## config.mk

```make
export PLATFORM = sky130hd
export DESIGN_NAME = bbcca_top
export DESIGN_NICKNAME = d
export VERILOG_FILES = /design/src/hdl/bbcca_pkg.sv /design/src/hdl/bbcca_top.sv
export SDC_FILE = /design/constraint.sdc
export NUM_CORES = 1
export LEC_CHECK = 0
export BUFFER_PORTS_ARGS = -buffer_cell sky130_fd_sc_hd__buf_2
export CORE_MARGIN = 2
export CORE_UTILIZATION = 49
export CTS_BUF_LIST = sky130_fd_sc_hd__clkbuf_4 sky130_fd_sc_hd__clkbuf_8 sky130_fd_sc_hd__clkbuf_16
export CTS_CLUSTER_DIAMETER = 60
export DETAILED_ROUTE_END_ITERATION = 7
export PLACE_DENSITY = 0.81
export SYNTH_ARGS = -nofsm -noshare
export SYNTH_HDL_FRONTEND = slang
export SYNTH_SLANG_ARGS = --single-unit
```

## constraint.sdc

```tcl
create_clock -name sys_clk -period 2.6 [get_ports sys_clk]
set_input_delay 0.39 -clock sys_clk [delete_from_list [all_inputs] [get_ports sys_clk]]
set_output_delay 0.39 -clock sys_clk [all_outputs]
set_load 0.01 [all_outputs]
```

## src/hdl/bbcca_pkg.sv

```systemverilog
package bbcca_pkg;
	// Register word indices; byte address is four times the index
	localparam logic [9:0] IDX_EN6 = 10'h10a;
	localparam logic [9:0] IDX_EN7 = 10'h10b;
	localparam logic [9:0] IDX_TXCMP = 10'h116;
	localparam logic [9:0] IDX_MODE = 10'h118;
	localparam logic [9:0] IDX_FLAGS = 10'h140;
	localparam logic [9:0] IDX_STAT = 10'h141;
	// Reset values
	localparam logic [7:0] EN_RST = 8'h00;
	localparam logic [11:0] TXCMP_RST = 12'h010;
	localparam logic [4:0] MODE_RST = 5'h00;
	// Field layout
	localparam int unsigned TXCMP_W = 12;
	localparam int unsigned MODE_W = 5;
	localparam int unsigned FLAG_W = 16;
	// Bus responses
	localparam logic [1:0] RESP_OKAY = 2'h0;
	localparam logic [1:0] RESP_SLVERR = 2'h2;
	// Decision rules
	typedef enum logic [1:0] {
		RULE_POWER = 2'h0,
		RULE_CARRIER = 2'h1,
		RULE_OR = 2'h2,
		RULE_AND = 2'h3
	} bbcca_rule_e;
	// Assessment mode register fields, bit 4 down to bit 0
	typedef struct packed {
		logic mid_assess_rx_en;
		logic continue_mode_sel;
		logic continue_en;
		bbcca_rule_e assess_rule;
	} bbcca_mode_s;
	// Receive side event pulses, in enable-seven bit order
	typedef struct packed {
		logic rx_level;
		logic rx_done;
		logic len_addr_filter;
		logic rx_start;
		logic rx_overrun;
		logic rx_count;
		logic rx_bank1;
		logic rx_bank0;
	} bbcca_rx_evt_s;
	// Assessment sequencer states
	typedef enum logic [2:0] {
		ST_IDLE = 3'h1,
		ST_ASSESS = 3'h2,
		ST_MIDRX = 3'h4
	} bbcca_state_e;
endpackage

```

## src/hdl/bbcca_top.sv

```systemverilog
// Chosen here: the AXI4-Lite interface to the registers.
`timescale 1ns/1ns
`default_nettype none
module bbcca_top #(
	parameter int unsigned AXI_AW = 12,
	parameter int unsigned PWR_W = 8,
	parameter int unsigned REP_W = 8
) (
	input wire logic sys_clk,
	input wire logic rst_n,
	input wire logic [AXI_AW-1:0] s_axi_awaddr,
	input wire logic s_axi_awvalid,
	output logic s_axi_awready,
	input wire logic [31:0] s_axi_wdata,
	input wire logic [3:0] s_axi_wstrb,
	input wire logic s_axi_wvalid,
	output logic s_axi_wready,
	output logic [1:0] s_axi_bresp,
	output logic s_axi_bvalid,
	input wire logic s_axi_bready,
	input wire logic [AXI_AW-1:0] s_axi_araddr,
	input wire logic s_axi_arvalid,
	output logic s_axi_arready,
	output logic [31:0] s_axi_rdata,
	output logic [1:0] s_axi_rresp,
	output logic s_axi_rvalid,
	input wire logic s_axi_rready,
	input wire bbcca_pkg::bbcca_rx_evt_s rx_evt,
	input wire logic backoff_done,
	input wire logic tx_active,
	input wire logic tx_byte_moved,
	input wire logic assess_start,
	input wire logic comm_stop,
	input wire logic power_valid,
	input wire logic [PWR_W-1:0] power_level,
	input wire logic [PWR_W-1:0] energy_threshold,
	input wire logic carrier_sense,
	input wire logic signal_detect,
	input wire logic [REP_W-1:0] repeat_limit,
	input wire logic rx_cancel,
	input wire logic rx_finish,
	output logic irq_output_zero,
	output logic tx_byte_irq,
	output logic assess_busy,
	output logic rx_begin,
	output logic judge_result,
	output logic [PWR_W-1:0] energy_detect_one,
	output logic [PWR_W-1:0] energy_detect_two
);
	import bbcca_pkg::*;

	////////////////////////////////////////////////////////////////////////////////
	// Elaboration checks
	if (AXI_AW < 12 || AXI_AW > 32)
	begin : g_bad_aw
		$error("address width must hold word index 0x141");
	end
	if (PWR_W < 1 || PWR_W > 16 || REP_W < 1 || REP_W > 16)
	begin : g_bad_w
		$error("power and repeat widths must be 1 to 16");
	end

	// Word index of a byte address
	function automatic logic [9:0] word_idx(input logic [AXI_AW-1:0] a);
		word_idx = a[11:2];
	endfunction

	// Index is one of the mapped registers
	function automatic logic idx_mapped(input logic [9:0] i);
		idx_mapped = (i == IDX_EN6) || (i == IDX_EN7) || (i == IDX_TXCMP)
			|| (i == IDX_MODE) || (i == IDX_FLAGS) || (i == IDX_STAT);
	endfunction

	////////////////////////////////////////////////////////////////////////////////
	// Registers and state
	logic [7:0] en6_ff;
	logic [7:0] en7_ff;
	logic [TXCMP_W-1:0] txcmp_sw_ff;
	logic [TXCMP_W-1:0] txcmp_act_ff;
	logic txcmp_pend_ff;
	logic [TXCMP_W-1:0] tx_cnt_ff;
	logic tx_fired_ff;
	bbcca_mode_s mode_ff;
	logic [FLAG_W-1:0] flags_ff;
	bbcca_state_e state_ff;
	bbcca_state_e nxt_state;
	logic [REP_W-1:0] rep_cnt_ff;
	logic [AXI_AW-1:0] awaddr_ff;
	logic [31:0] wdata_ff;
	logic [3:0] wstrb_ff;
	logic aw_have_ff;
	logic w_have_ff;
	logic wr_go;
	logic [9:0] wr_idx;
	logic [9:0] rd_idx;
	logic [FLAG_W-1:0] flag_clr;
	logic [FLAG_W-1:0] flag_set;
	logic [FLAG_W-1:0] nxt_flags;
	logic ev_limit;
	logic ev_clear;
	logic ev_done;
	logic ev_cancel;
	logic ch_busy;
	logic pwr_busy;
	logic sample;
	logic stop_now;
	logic tx_hit;
	logic [31:0] rd_word;

	////////////////////////////////////////////////////////////////////////////////
	// Write channel capture, address and data in either order
	assign wr_go = aw_have_ff && w_have_ff && !s_axi_bvalid;
	assign wr_idx = word_idx(awaddr_ff);

	always_ff @(posedge sys_clk)
	begin
		if (!rst_n)
		begin
			aw_have_ff <= 1'b0;
			awaddr_ff <= '0;
			s_axi_awready <= 1'b0;
		end
		else
		begin
			s_axi_awready <= !aw_have_ff && !(s_axi_awvalid && s_axi_awready);
			if (s_axi_awvalid && s_axi_awready)
			begin
				aw_have_ff <= 1'b1;
				awaddr_ff <= s_axi_awaddr;
			end
			else if (wr_go)
				aw_have_ff <= 1'b0;
		end
	end

	always_ff @(posedge sys_clk)
	begin
		if (!rst_n)
		begin
			w_have_ff <= 1'b0;
			wdata_ff <= '0;
			wstrb_ff <= '0;
			s_axi_wready <= 1'b0;
		end
		else
		begin
			s_axi_wready <= !w_have_ff && !(s_axi_wvalid && s_axi_wready);
			if (s_axi_wvalid && s_axi_wready)
			begin
				w_have_ff <= 1'b1;
				wdata_ff <= s_axi_wdata;
				wstrb_ff <= s_axi_wstrb;
			end
			else if (wr_go)
				w_have_ff <= 1'b0;
		end
	end

	// Write response, error for an unmapped word
	always_ff @(posedge sys_clk)
	begin
		if (!rst_n)
		begin
			s_axi_bvalid <= 1'b0;
			s_axi_bresp <= RESP_OKAY;
		end
		else if (wr_go)
		begin
			s_axi_bvalid <= 1'b1;
			s_axi_bresp <= idx_mapped(wr_idx) ? RESP_OKAY : RESP_SLVERR;
		end
		else if (s_axi_bready)
			s_axi_bvalid <= 1'b0;
	end

	////////////////////////////////////////////////////////////////////////////////
	// Software registers
	always_ff @(posedge sys_clk)
	begin
		if (!rst_n)
		begin
			en6_ff <= EN_RST;
			en7_ff <= EN_RST;
			mode_ff <= MODE_RST;
		end
		else if (wr_go && wstrb_ff[0])
		begin
			if (wr_idx == IDX_EN6)
				en6_ff <= wdata_ff[7:0];
			if (wr_idx == IDX_EN7)
				en7_ff <= wdata_ff[7:0];
			if (wr_idx == IDX_MODE)
				mode_ff <= wdata_ff[MODE_W-1:0];
		end
	end

	// Compare value: software copy and the copy in use
	always_ff @(posedge sys_clk)
	begin
		if (!rst_n)
		begin
			txcmp_sw_ff <= TXCMP_RST;
			txcmp_act_ff <= TXCMP_RST;
			txcmp_pend_ff <= 1'b0;
		end
		else
		begin
			if (wr_go && wr_idx == IDX_TXCMP && (wstrb_ff[0] || wstrb_ff[1]))
			begin
				if (wstrb_ff[0])
					txcmp_sw_ff[7:0] <= wdata_ff[7:0];
				if (wstrb_ff[1])
					txcmp_sw_ff[TXCMP_W-1:8] <= wdata_ff[TXCMP_W-1:8];
				txcmp_pend_ff <= 1'b1;
			end
			else if (txcmp_pend_ff && (!tx_active || tx_hit || tx_fired_ff))
			begin
				txcmp_act_ff <= txcmp_sw_ff;
				txcmp_pend_ff <= 1'b0;
			end
		end
	end

	////////////////////////////////////////////////////////////////////////////////
	// Transmit byte counting
	assign tx_hit = tx_active && tx_byte_moved && !tx_fired_ff
		&& (tx_cnt_ff + 12'h001 == txcmp_act_ff);

	always_ff @(posedge sys_clk)
	begin
		if (!rst_n || !tx_active)
		begin
			tx_cnt_ff <= '0;
			tx_fired_ff <= 1'b0;
			tx_byte_irq <= 1'b0;
		end
		else
		begin
			tx_byte_irq <= tx_hit;
			if (tx_byte_moved)
				tx_cnt_ff <= tx_cnt_ff + 12'h001;
			if (tx_hit)
				tx_fired_ff <= 1'b1;
		end
	end

	////////////////////////////////////////////////////////////////////////////////
	// Channel decision
	assign sample = (state_ff == ST_ASSESS) && power_valid;
	assign pwr_busy = power_level >= energy_threshold;

	always_comb
	begin
		case (mode_ff.assess_rule)
			RULE_POWER: ch_busy = pwr_busy;
			RULE_CARRIER: ch_busy = carrier_sense;
			RULE_OR: ch_busy = pwr_busy || carrier_sense;
			RULE_AND: ch_busy = pwr_busy && carrier_sense;
			default: ch_busy = pwr_busy;
		endcase
	end

	// Assessment events
	assign stop_now = (state_ff == ST_ASSESS) && comm_stop;
	assign ev_clear = sample && !ch_busy && !comm_stop;
	assign ev_limit = sample && ch_busy && !comm_stop && mode_ff.continue_en
		&& mode_ff.continue_mode_sel && (rep_cnt_ff + 1'b1 >= repeat_limit);
	assign ev_cancel = (state_ff == ST_MIDRX) && rx_cancel;

	always_comb
	begin
		nxt_state = state_ff;
		ev_done = 1'b0;
		case (state_ff)
			ST_IDLE:
				if (assess_start)
					nxt_state = ST_ASSESS;
			ST_ASSESS:
				if (stop_now)
					nxt_state = ST_IDLE;
				else if (mode_ff.mid_assess_rx_en && signal_detect)
				begin
					nxt_state = ST_MIDRX;
					ev_done = 1'b1;
				end
				else if (sample && (!mode_ff.continue_en || ev_clear || ev_limit))
				begin
					nxt_state = ST_IDLE;
					ev_done = 1'b1;
				end
			ST_MIDRX:
				if (rx_cancel || rx_finish)
					nxt_state = ST_IDLE;
			default:
				nxt_state = ST_IDLE;
		endcase
	end

	// Sequencer and repetition count
	always_ff @(posedge sys_clk)
	begin
		if (!rst_n)
		begin
			state_ff <= ST_IDLE;
			rep_cnt_ff <= '0;
		end
		else
		begin
			state_ff <= nxt_state;
			if (state_ff != ST_ASSESS)
				rep_cnt_ff <= '0;
			else if (sample && rep_cnt_ff != {REP_W{1'b1}})
				rep_cnt_ff <= rep_cnt_ff + 1'b1;
		end
	end

	// Results refreshed on every power sample, energy_detect_two only on the first sample or a new peak
	always_ff @(posedge sys_clk)
	begin
		if (!rst_n)
		begin
			judge_result <= 1'b0;
			energy_detect_one <= '0;
			energy_detect_two <= '0;
		end
		else if (sample)
		begin
			judge_result <= ch_busy;
			energy_detect_one <= power_level;
			if (rep_cnt_ff == '0 || power_level > energy_detect_two)
				energy_detect_two <= power_level;
		end
	end

	// Status outputs
	always_ff @(posedge sys_clk)
	begin
		if (!rst_n)
		begin
			assess_busy <= 1'b0;
			rx_begin <= 1'b0;
		end
		else
		begin
			assess_busy <= (nxt_state == ST_ASSESS);
			rx_begin <= (state_ff == ST_ASSESS) && (nxt_state == ST_MIDRX);
		end
	end

	////////////////////////////////////////////////////////////////////////////////
	// Source flags, set wins over a write-one clear
	assign flag_set[7:0] = en6_ff & {rx_evt.rx_level, rx_evt.rx_done, rx_evt.len_addr_filter,
		rx_evt.rx_start, ev_limit, ev_clear || ev_cancel, ev_done, backoff_done};
	assign flag_set[15:8] = en7_ff & rx_evt;
	assign flag_clr = (wr_go && wr_idx == IDX_FLAGS) ? wdata_ff[FLAG_W-1:0]
		& {{8{wstrb_ff[1]}}, {8{wstrb_ff[0]}}} : '0;
	assign nxt_flags = (flags_ff & ~flag_clr) | flag_set;

	always_ff @(posedge sys_clk)
	begin
		if (!rst_n)
		begin
			flags_ff <= '0;
			irq_output_zero <= 1'b0;
		end
		else
		begin
			flags_ff <= nxt_flags;
			irq_output_zero <= |nxt_flags;
		end
	end

	////////////////////////////////////////////////////////////////////////////////
	// Read channel
	assign rd_idx = word_idx(s_axi_araddr);

	always_comb
	begin
		rd_word = '0;
		case (rd_idx)
			IDX_EN6: rd_word[7:0] = en6_ff;
			IDX_EN7: rd_word[7:0] = en7_ff;
			IDX_TXCMP: rd_word[TXCMP_W-1:0] = txcmp_sw_ff;
			IDX_MODE: rd_word[MODE_W-1:0] = mode_ff;
			IDX_FLAGS: rd_word[FLAG_W-1:0] = flags_ff;
			IDX_STAT: rd_word = {8'h00, 8'(rep_cnt_ff), 13'h0000, judge_result,
				state_ff == ST_MIDRX, state_ff == ST_ASSESS};
			default: rd_word = '0;
		endcase
	end

	always_ff @(posedge sys_clk)
	begin
		if (!rst_n)
		begin
			s_axi_arready <= 1'b0;
			s_axi_rvalid <= 1'b0;
			s_axi_rdata <= '0;
			s_axi_rresp <= RESP_OKAY;
		end
		else
		begin
			s_axi_arready <= !s_axi_rvalid && !(s_axi_arvalid && s_axi_arready);
			if (s_axi_arvalid && s_axi_arready)
			begin
				s_axi_rvalid <= 1'b1;
				s_axi_rdata <= rd_word;
				s_axi_rresp <= idx_mapped(rd_idx) ? RESP_OKAY : RESP_SLVERR;
			end
			else if (s_axi_rready)
				s_axi_rvalid <= 1'b0;
		end
	end

endmodule // bbcca_top
`default_nettype wire

```

== Word-level counts from Yosys, hierarchy flattened ==
Cells that the tools add are included.

* Bits in registers: 180
* Input bits: 109
* Output and inout bits: 62
* Word-level logic and storage cells: 179

* $add $sub $neg: 2
* Magnitude comparators: 3
* Equality and inequality tests: 23
* Mux-type cells: 28
* Bitwise logic cells: 8
* Reductions and logical operators: 80

{| class="wikitable"
|+ Operators with widths
! kind !! count
|-
| equality test 10 x 9 -> 1 bit, second input constant || 12
|-
| bitwise AND 16 bit || 2
|-
| logical AND 1 bit || 31
|-
| case mux 5 bit (6 select lines) || 1
|-
| logical OR 1 bit || 20
|-
| bitwise AND 8 bit || 2
|-
| greater-or-equal comparator 8 bit || 2
|-
| 2-to-1 mux 16 bit || 1
|-
| NOT 16 bit || 1
|-
| bitwise OR 16 bit || 1
|-
| OR reduction 16 bit || 1
|-
| 2-to-1 mux 3 bit || 5
|-
| AND reduction 2 bit || 7
|-
| logical NOT 1 bit || 13
|-
| 2-to-1 mux 1 bit || 13
|-
| adder 12 x 1 -> 12 bit, second input constant || 1
|-
| equality test 12 bit || 1
|-
| case mux 3 bit (4 select lines) || 1
|-
| nonzero test 2 bit || 5
|-
| case mux 3 bit (3 select lines) || 1
|-
| adder 8 x 1 -> 8 bit, second input constant || 1
|-
| > comparator 8 bit || 1
|-
| logical NOT 8 bit || 1
|-
| 2-to-1 mux 8 bit || 1
|-
| other kinds (14) || 19
|}

== Logic depth before layout (Yosys ltp) ==
* Depth after elaboration: 17
* Depth in mapped cells: 11
* Depth with buffers taken out: 11

== Least setup slack after synthesis ==
OpenSTA, ideal clock, no wires.

* Path kind: flip-flop to flip-flop
* Start point: register rep_cnt_ff[0]
* End point: register irq_output_zero
* Library setup time: 0.131 ns
* Arrival time: 2.387 ns
* Data required time: 2.469 ns
* Slack: 0.082 ns
* Stages on the path, launching flop included: 12
* Buffers on the path: 0
* Clock period less this slack: 2.518 ns
* Path through: dfxtp_1 ha_1 and3_1 xnor2_1 ha_1 a21o_1 a2111oi_0 o21ai_0 o211ai_1 nor4_1 a31o_2 nand4bb_1

* Cells in the longest elaborated chain, start to end: 12

{| class="wikitable"
|+ Ends and longest elaborated chain
! item !! line !! source
|-
| start, declared || bbcca_top.sv:87 || <nowiki>logic [REP_W-1:0] rep_cnt_ff;</nowiki>
|-
| start signal, assigned || bbcca_top.sv:313 || <nowiki>rep_cnt_ff <= rep_cnt_ff + 1'b1;</nowiki>
|-
| adder 8 x 1 -> 8 bit * || bbcca_top.sv:267 || <nowiki>&& mode_ff.continue_mode_sel && (rep_cnt_ff + 1'b1 >= repeat_limit);</nowiki>
|-
| greater-or-equal comparator 8 bit * || bbcca_top.sv:267 ||
|-
| logical AND 1 bit * || bbcca_top.sv:267 ||
|-
| logical OR 1 bit || bbcca_top.sv:286 || <nowiki>else if (sample && (!mode_ff.continue_en || ev_clear || ev_limit))</nowiki>
|-
| logical AND 1 bit || bbcca_top.sv:286 ||
|-
| 2-to-1 mux 1 bit || bbcca_top.sv:286 ||
|-
| 2-to-1 mux 1 bit || bbcca_top.sv:281 || <nowiki>else if (mode_ff.mid_assess_rx_en && signal_detect)</nowiki>
|-
| 2-to-1 mux 1 bit || bbcca_top.sv:279 || <nowiki>if (stop_now)</nowiki>
|-
| 2-to-1 mux 1 bit || bbcca_top.sv:274 || <nowiki>case (state_ff)</nowiki>
|-
| bitwise AND 8 bit * || bbcca_top.sv:352 || <nowiki>assign flag_set[7:0] = en6_ff & {rx_evt.rx_level, rx_evt.rx_done, rx_evt.len_addr_filter,</nowiki>
|-
| bitwise OR 16 bit * || bbcca_top.sv:357 || <nowiki>assign nxt_flags = (flags_ff & ~flag_clr) | flag_set;</nowiki>
|-
| OR reduction 16 bit * || bbcca_top.sv:369 || <nowiki>irq_output_zero <= |nxt_flags;</nowiki>
|-
| end signal, assigned || bbcca_top.sv:369 ||
|-
| end, declared || bbcca_top.sv:42 || <nowiki>output logic irq_output_zero,</nowiki>
|}

Every way passes the cells marked *; elsewhere a longest branch is shown, timed or not.
A chain may end at the register's enable or synchronous reset.

== Worst setup path after layout ==
* Start point: register rep_cnt_ff[0]
* End point: register flags_ff[1]

* Cells in the longest elaborated chain, start to end: 11

{| class="wikitable"
|+ Ends and longest elaborated chain
! item !! line !! source
|-
| adder 8 x 1 -> 8 bit || bbcca_top.sv:267 ||
|-
| greater-or-equal comparator 8 bit || bbcca_top.sv:267 ||
|-
| logical AND 1 bit || bbcca_top.sv:267 ||
|-
| logical OR 1 bit || bbcca_top.sv:286 ||
|-
| logical AND 1 bit || bbcca_top.sv:286 ||
|-
| 2-to-1 mux 1 bit || bbcca_top.sv:286 ||
|-
| 2-to-1 mux 1 bit || bbcca_top.sv:281 ||
|-
| 2-to-1 mux 1 bit || bbcca_top.sv:279 ||
|-
| 2-to-1 mux 1 bit || bbcca_top.sv:274 ||
|-
| bitwise AND 8 bit || bbcca_top.sv:352 ||
|-
| bitwise OR 16 bit || bbcca_top.sv:357 ||
|-
| end signal, assigned || bbcca_top.sv:368 || <nowiki>flags_ff <= nxt_flags;</nowiki>
|-
| end, declared || bbcca_top.sv:84 || <nowiki>logic [FLAG_W-1:0] flags_ff;</nowiki>
|}

Every way passes these cells.

==> summary.txt <==
Worst setup path
  – R2r setup slk: about 0.031 ns
  – Critical Path Max Stage Delay: 0.33 ns
  – R2R cell count: 11
  – Required time worst endpoint: 2.89 ns
  – R2r endpoint: flags_ff[1]$_SDFF_PN0_
  – Critical path class: reg2reg
  – Critical path capture point type: flop
  – Crit path max fanout: 3
  – Cell with the largest stage delay on the worst path: dfxtp_2
  – CP endpoint: flags_ff[1]$_SDFF_PN0_
  – CP startpoint: rep_cnt_ff[0]$_SDFFE_PP0P_
  – WP data arrival: 2.86 ns
  – CP most frequent cell: o21ai_1
  – Worst setup SP type: flop
  – FF-to-FF Start: rep_cnt_ff[0]$_SDFFE_PP0P_
  – CP Cell Sequence: ha_2, and3_4, xnor2_1, ha_1, a21o_1, a2111oi_2, o21ai_1, o211ai_1, nand3_2, o21ai_1, o21ai_0

Timing
  – Worst-Margin Slew: ~0.7 ns
  – Post-route setup slack: 0.0312 ns
  – WHS: 0.188 ns
  – Final number of setup-violating endpoints: 0
  – Final min period: 2.57 ns
  – Clock skew: between 0.008 and 0.009 ns
  – Final Cycle Share: 98.8%
  – Setup tns final: 0 ns
  – Worst slew margin: 53.8%
  – Pins Over Slew Limit: 0
  – F_max: 389 MHz
  – Final hold violation count: 0

Synthesis
  – Post-synth top area cell: dfxtp_1
  – Synth Area in Compound Gates: 14.9%
  – Main combinational cell family by area after synthesis: simple AND/OR/NAND/NOR gates
  – Count leader, synth: nand2_1
  – Prevailing post-synth register cell: dfxtp_1
  – Post-synthesis mux area share: under 10%
  – Commonest cells post-synth: nand2_1, dfxtp_1, a21oi_1, nor2_1, mux2i_1
  – Share of Yosys cell area claimed by the top area cell type: 42.2%
  – Yosys warns: 0
  – Post-synth EDFFs: 0
  – Simple-Gate Fraction of Synth Area: 22.7%
  – Post-synth ARST share: 0%
  – Synth top area cells: dfxtp_1, nand2_1, a21oi_1, mux2i_1, ha_1
  – Mapped Area: 7960 sq um
  – Syn_area_per_cell: between 8 and 9 sq um
  – Post-Synth XOR/XNOR Area: 4.16%
  – Adder-cell area share of the yosys netlist: 4.24%
  – Post-Syn Instances: 936
  – Netlist cell types: 74
  – Count of state elements after synthesis: 168
  – Seq/Total Area, Yosys: 42.2%

Drt
  – WL per Instance: 16.0 um
  – Final ANT Viol Nets: 0
  – Vias: a little over 7000
  – Drt initial violations: 720
  – Total wire length: 21100 um
  – Drc violations: 0
  – 1st-pass router iterations: 6
  – Avg Vias per Cell: between 5 and 6

Layout
  – Number of antenna diodes: 0
  – Final Cell Area: a little under 10000 sq um
  – Filler cells: between 1000 and 1500
  – Final net count: 1226
  – Layout cells sized above 1: 24.0%
  – Final Util: 61.2%
  – P&R area growth vs syn: 22.2%
  – Non-Filler Instances: 1319

Clock tree
  – CTS root buf: clkbuf_16
  – Worst-Skew Late Latency: 0.43 ns
  – # hold bufs at CTS: 0
  – TritonCTS Buffers: 17
  – CTS tree: built
  – CTS H-tree lvls: 4
  – Worst-path clk slew: approximately 0.070 ns
  – Clock Path Buffers: 2
  – Sink Count: around 170

GRT
  – Total gr overflow: 0
  – Largest net degree at the start of global routing: 100
  – Total track usage: approximately 24%
  – Vias in the first global route: approximately 7000
  – Initial antenna violation count: 0
  – Global-route wire length before repair: 34100 um

Pwr
  – Switching Share: 26.6%
  – Clock power share: between 40% and 50%
  – Worst IR Drop VDD: 489 uV
  – Pwr per Cell Area: 574 nW/um^2
  – Logic pwr share: 8.1%
  – Internal power: 4.10 mW
  – Static leakage: 3.97 nW
  – Part of the power in registers: 47.9%
  – Overall Power: 5.59 mW
  – Net Switching: 1.49 mW

Floorplan
  – Starting Density: 50.1%
  – Number of I/O pins: about 170
  – Core ar.: 15900 sq um
  – DIE AREA: 17300 sq um
  – Die W: roughly 130 um
  – Die Y: 131 um
  – Num rows: 46

Outcome
  – Run status: finished clean

Min path
  – Worst min path class: in2reg

Run
  – Maxcap violations: 0

Placement
  – I/O Buffers: 138
  – DP Cell Count: 1286
  – Gp weighted congestion: 0.915
  – Area after DPL: 9050 sq um
  – Pre-CTS WS: -0.201 ns
  – Final HPWL from detailed placement: 15200 um
-- flip-flops by register name (all words and copies together) (netlist names), 10 cells and up --
name,flops
s_axi_rdata,24
flags_ff,16
wdata_ff,16
tx_cnt_ff,12
txcmp_act_ff,12
txcmp_sw_ff,12
awaddr_ff,10
-- worst min path at each step --
stage	startpoint	endpoint	slack (ns)	cells after the start
2_1_floorplan	tx_fired_ff$_SDFFE_PP0P_	tx_fired_ff$_SDFFE_PP0P_	0.43	2
3_3_place_gp	tx_fired_ff$_SDFFE_PP0P_	tx_fired_ff$_SDFFE_PP0P_	0.44	2
3_5_place_dp	s_axi_rdata[14]$_SDFFE_PN0P_	s_axi_rdata[14]$_SDFFE_PN0P_	0.44	2
4_1_cts	s_axi_wdata[0]	wdata_ff[0]$_SDFFE_PN0P_	0.17	3
5_1_grt	s_axi_wdata[0]	wdata_ff[0]$_SDFFE_PN0P_	0.18	3
6_report	s_axi_wdata[0]	wdata_ff[0]$_SDFFE_PN0P_	0.19	3
-- area by class of cell --
cell class                 instances  area [sq um]  area share [%]
inverter                          35           131            1.35
clock buffer                      17           425            4.37
tap                              216           270            2.78
clock inverter                    15           154            1.58
timing repair buffer             187          1090            11.2
multi-input combinational        681          4290            44.1
sequential                       168          3370            34.6
-- worst max-delay path, delay by kind of cell, from the launching register on --
kind | cells | cell delay (ns)
AOI/OAI and AO/OA | 6 | 1.09
xor gates and xnor gates | 1 | 0.18
adders and majority gates | 2 | 0.45
DFF | 1 | 0.33
and+or+nand+nor | 2 | 0.38
-- cell families after synthesis --
group	count (synthesis)
adders and majority gates	27
buffers and inverters	96
and+or+nand+nor	377
AOI/OAI and AO/OA	180
muxes	50
DFF	168
xor gates and xnor gates	37
other	1
-- repair_timing --
item,in CTS,in global routing
gates cloned,0,0
endpoints found under the setup margin,4,6
resized for setup,5,15
pin swaps,1,5
buffers inserted,0,1
-- cell usage in the layout, fill, tap and decap left out, drive strengths merged, types with 8 or more instances in the layout --
cell / Yosys / routed
buf: 23 / 187
nand2: 173 / 173
dfxtp: 168 / 168
a21oi: 83 / 83
nor2: 74 / 74
inv: 35 / 44
mux2i: 39 / 39
ha: 27 / 27
nand3: 25 / 25
nand4: 23 / 23
o21ai: 22 / 22
xor2: 19 / 19
xnor2: 18 / 18
clkbuf: 38 / 17
nor3: 17 / 17
nor2b: 14 / 14
a22oi: 12 / 12
and2: 11 / 11
mux2: 11 / 11
conb: 1 / 10
nand2b: 9 / 9
a22o: 8 / 8
-- routing by layer --
layer  wire (um)  vias to the layer above  GRT usage, %
met3        1220                       51          4.21
li1            -                     3552             -
met4         780                        0          12.6
met5           0                        -             0
met1        9090                     3430          30.3
met2        9980                      246          39.7
-- power groups by stage --
stage	Combinational (mW)	Sequential, mW	Clock (mW)
final	0.451	2.68	2.46
after global routing	0.496	2.68	2.58
after detailed placement	0.440	2.73	0
after CTS	0.444	2.67	2.48
after floorplan	0.250	2.73	0
after global placement	0.430	2.73	0
Power figures use the tool's default switching activity.
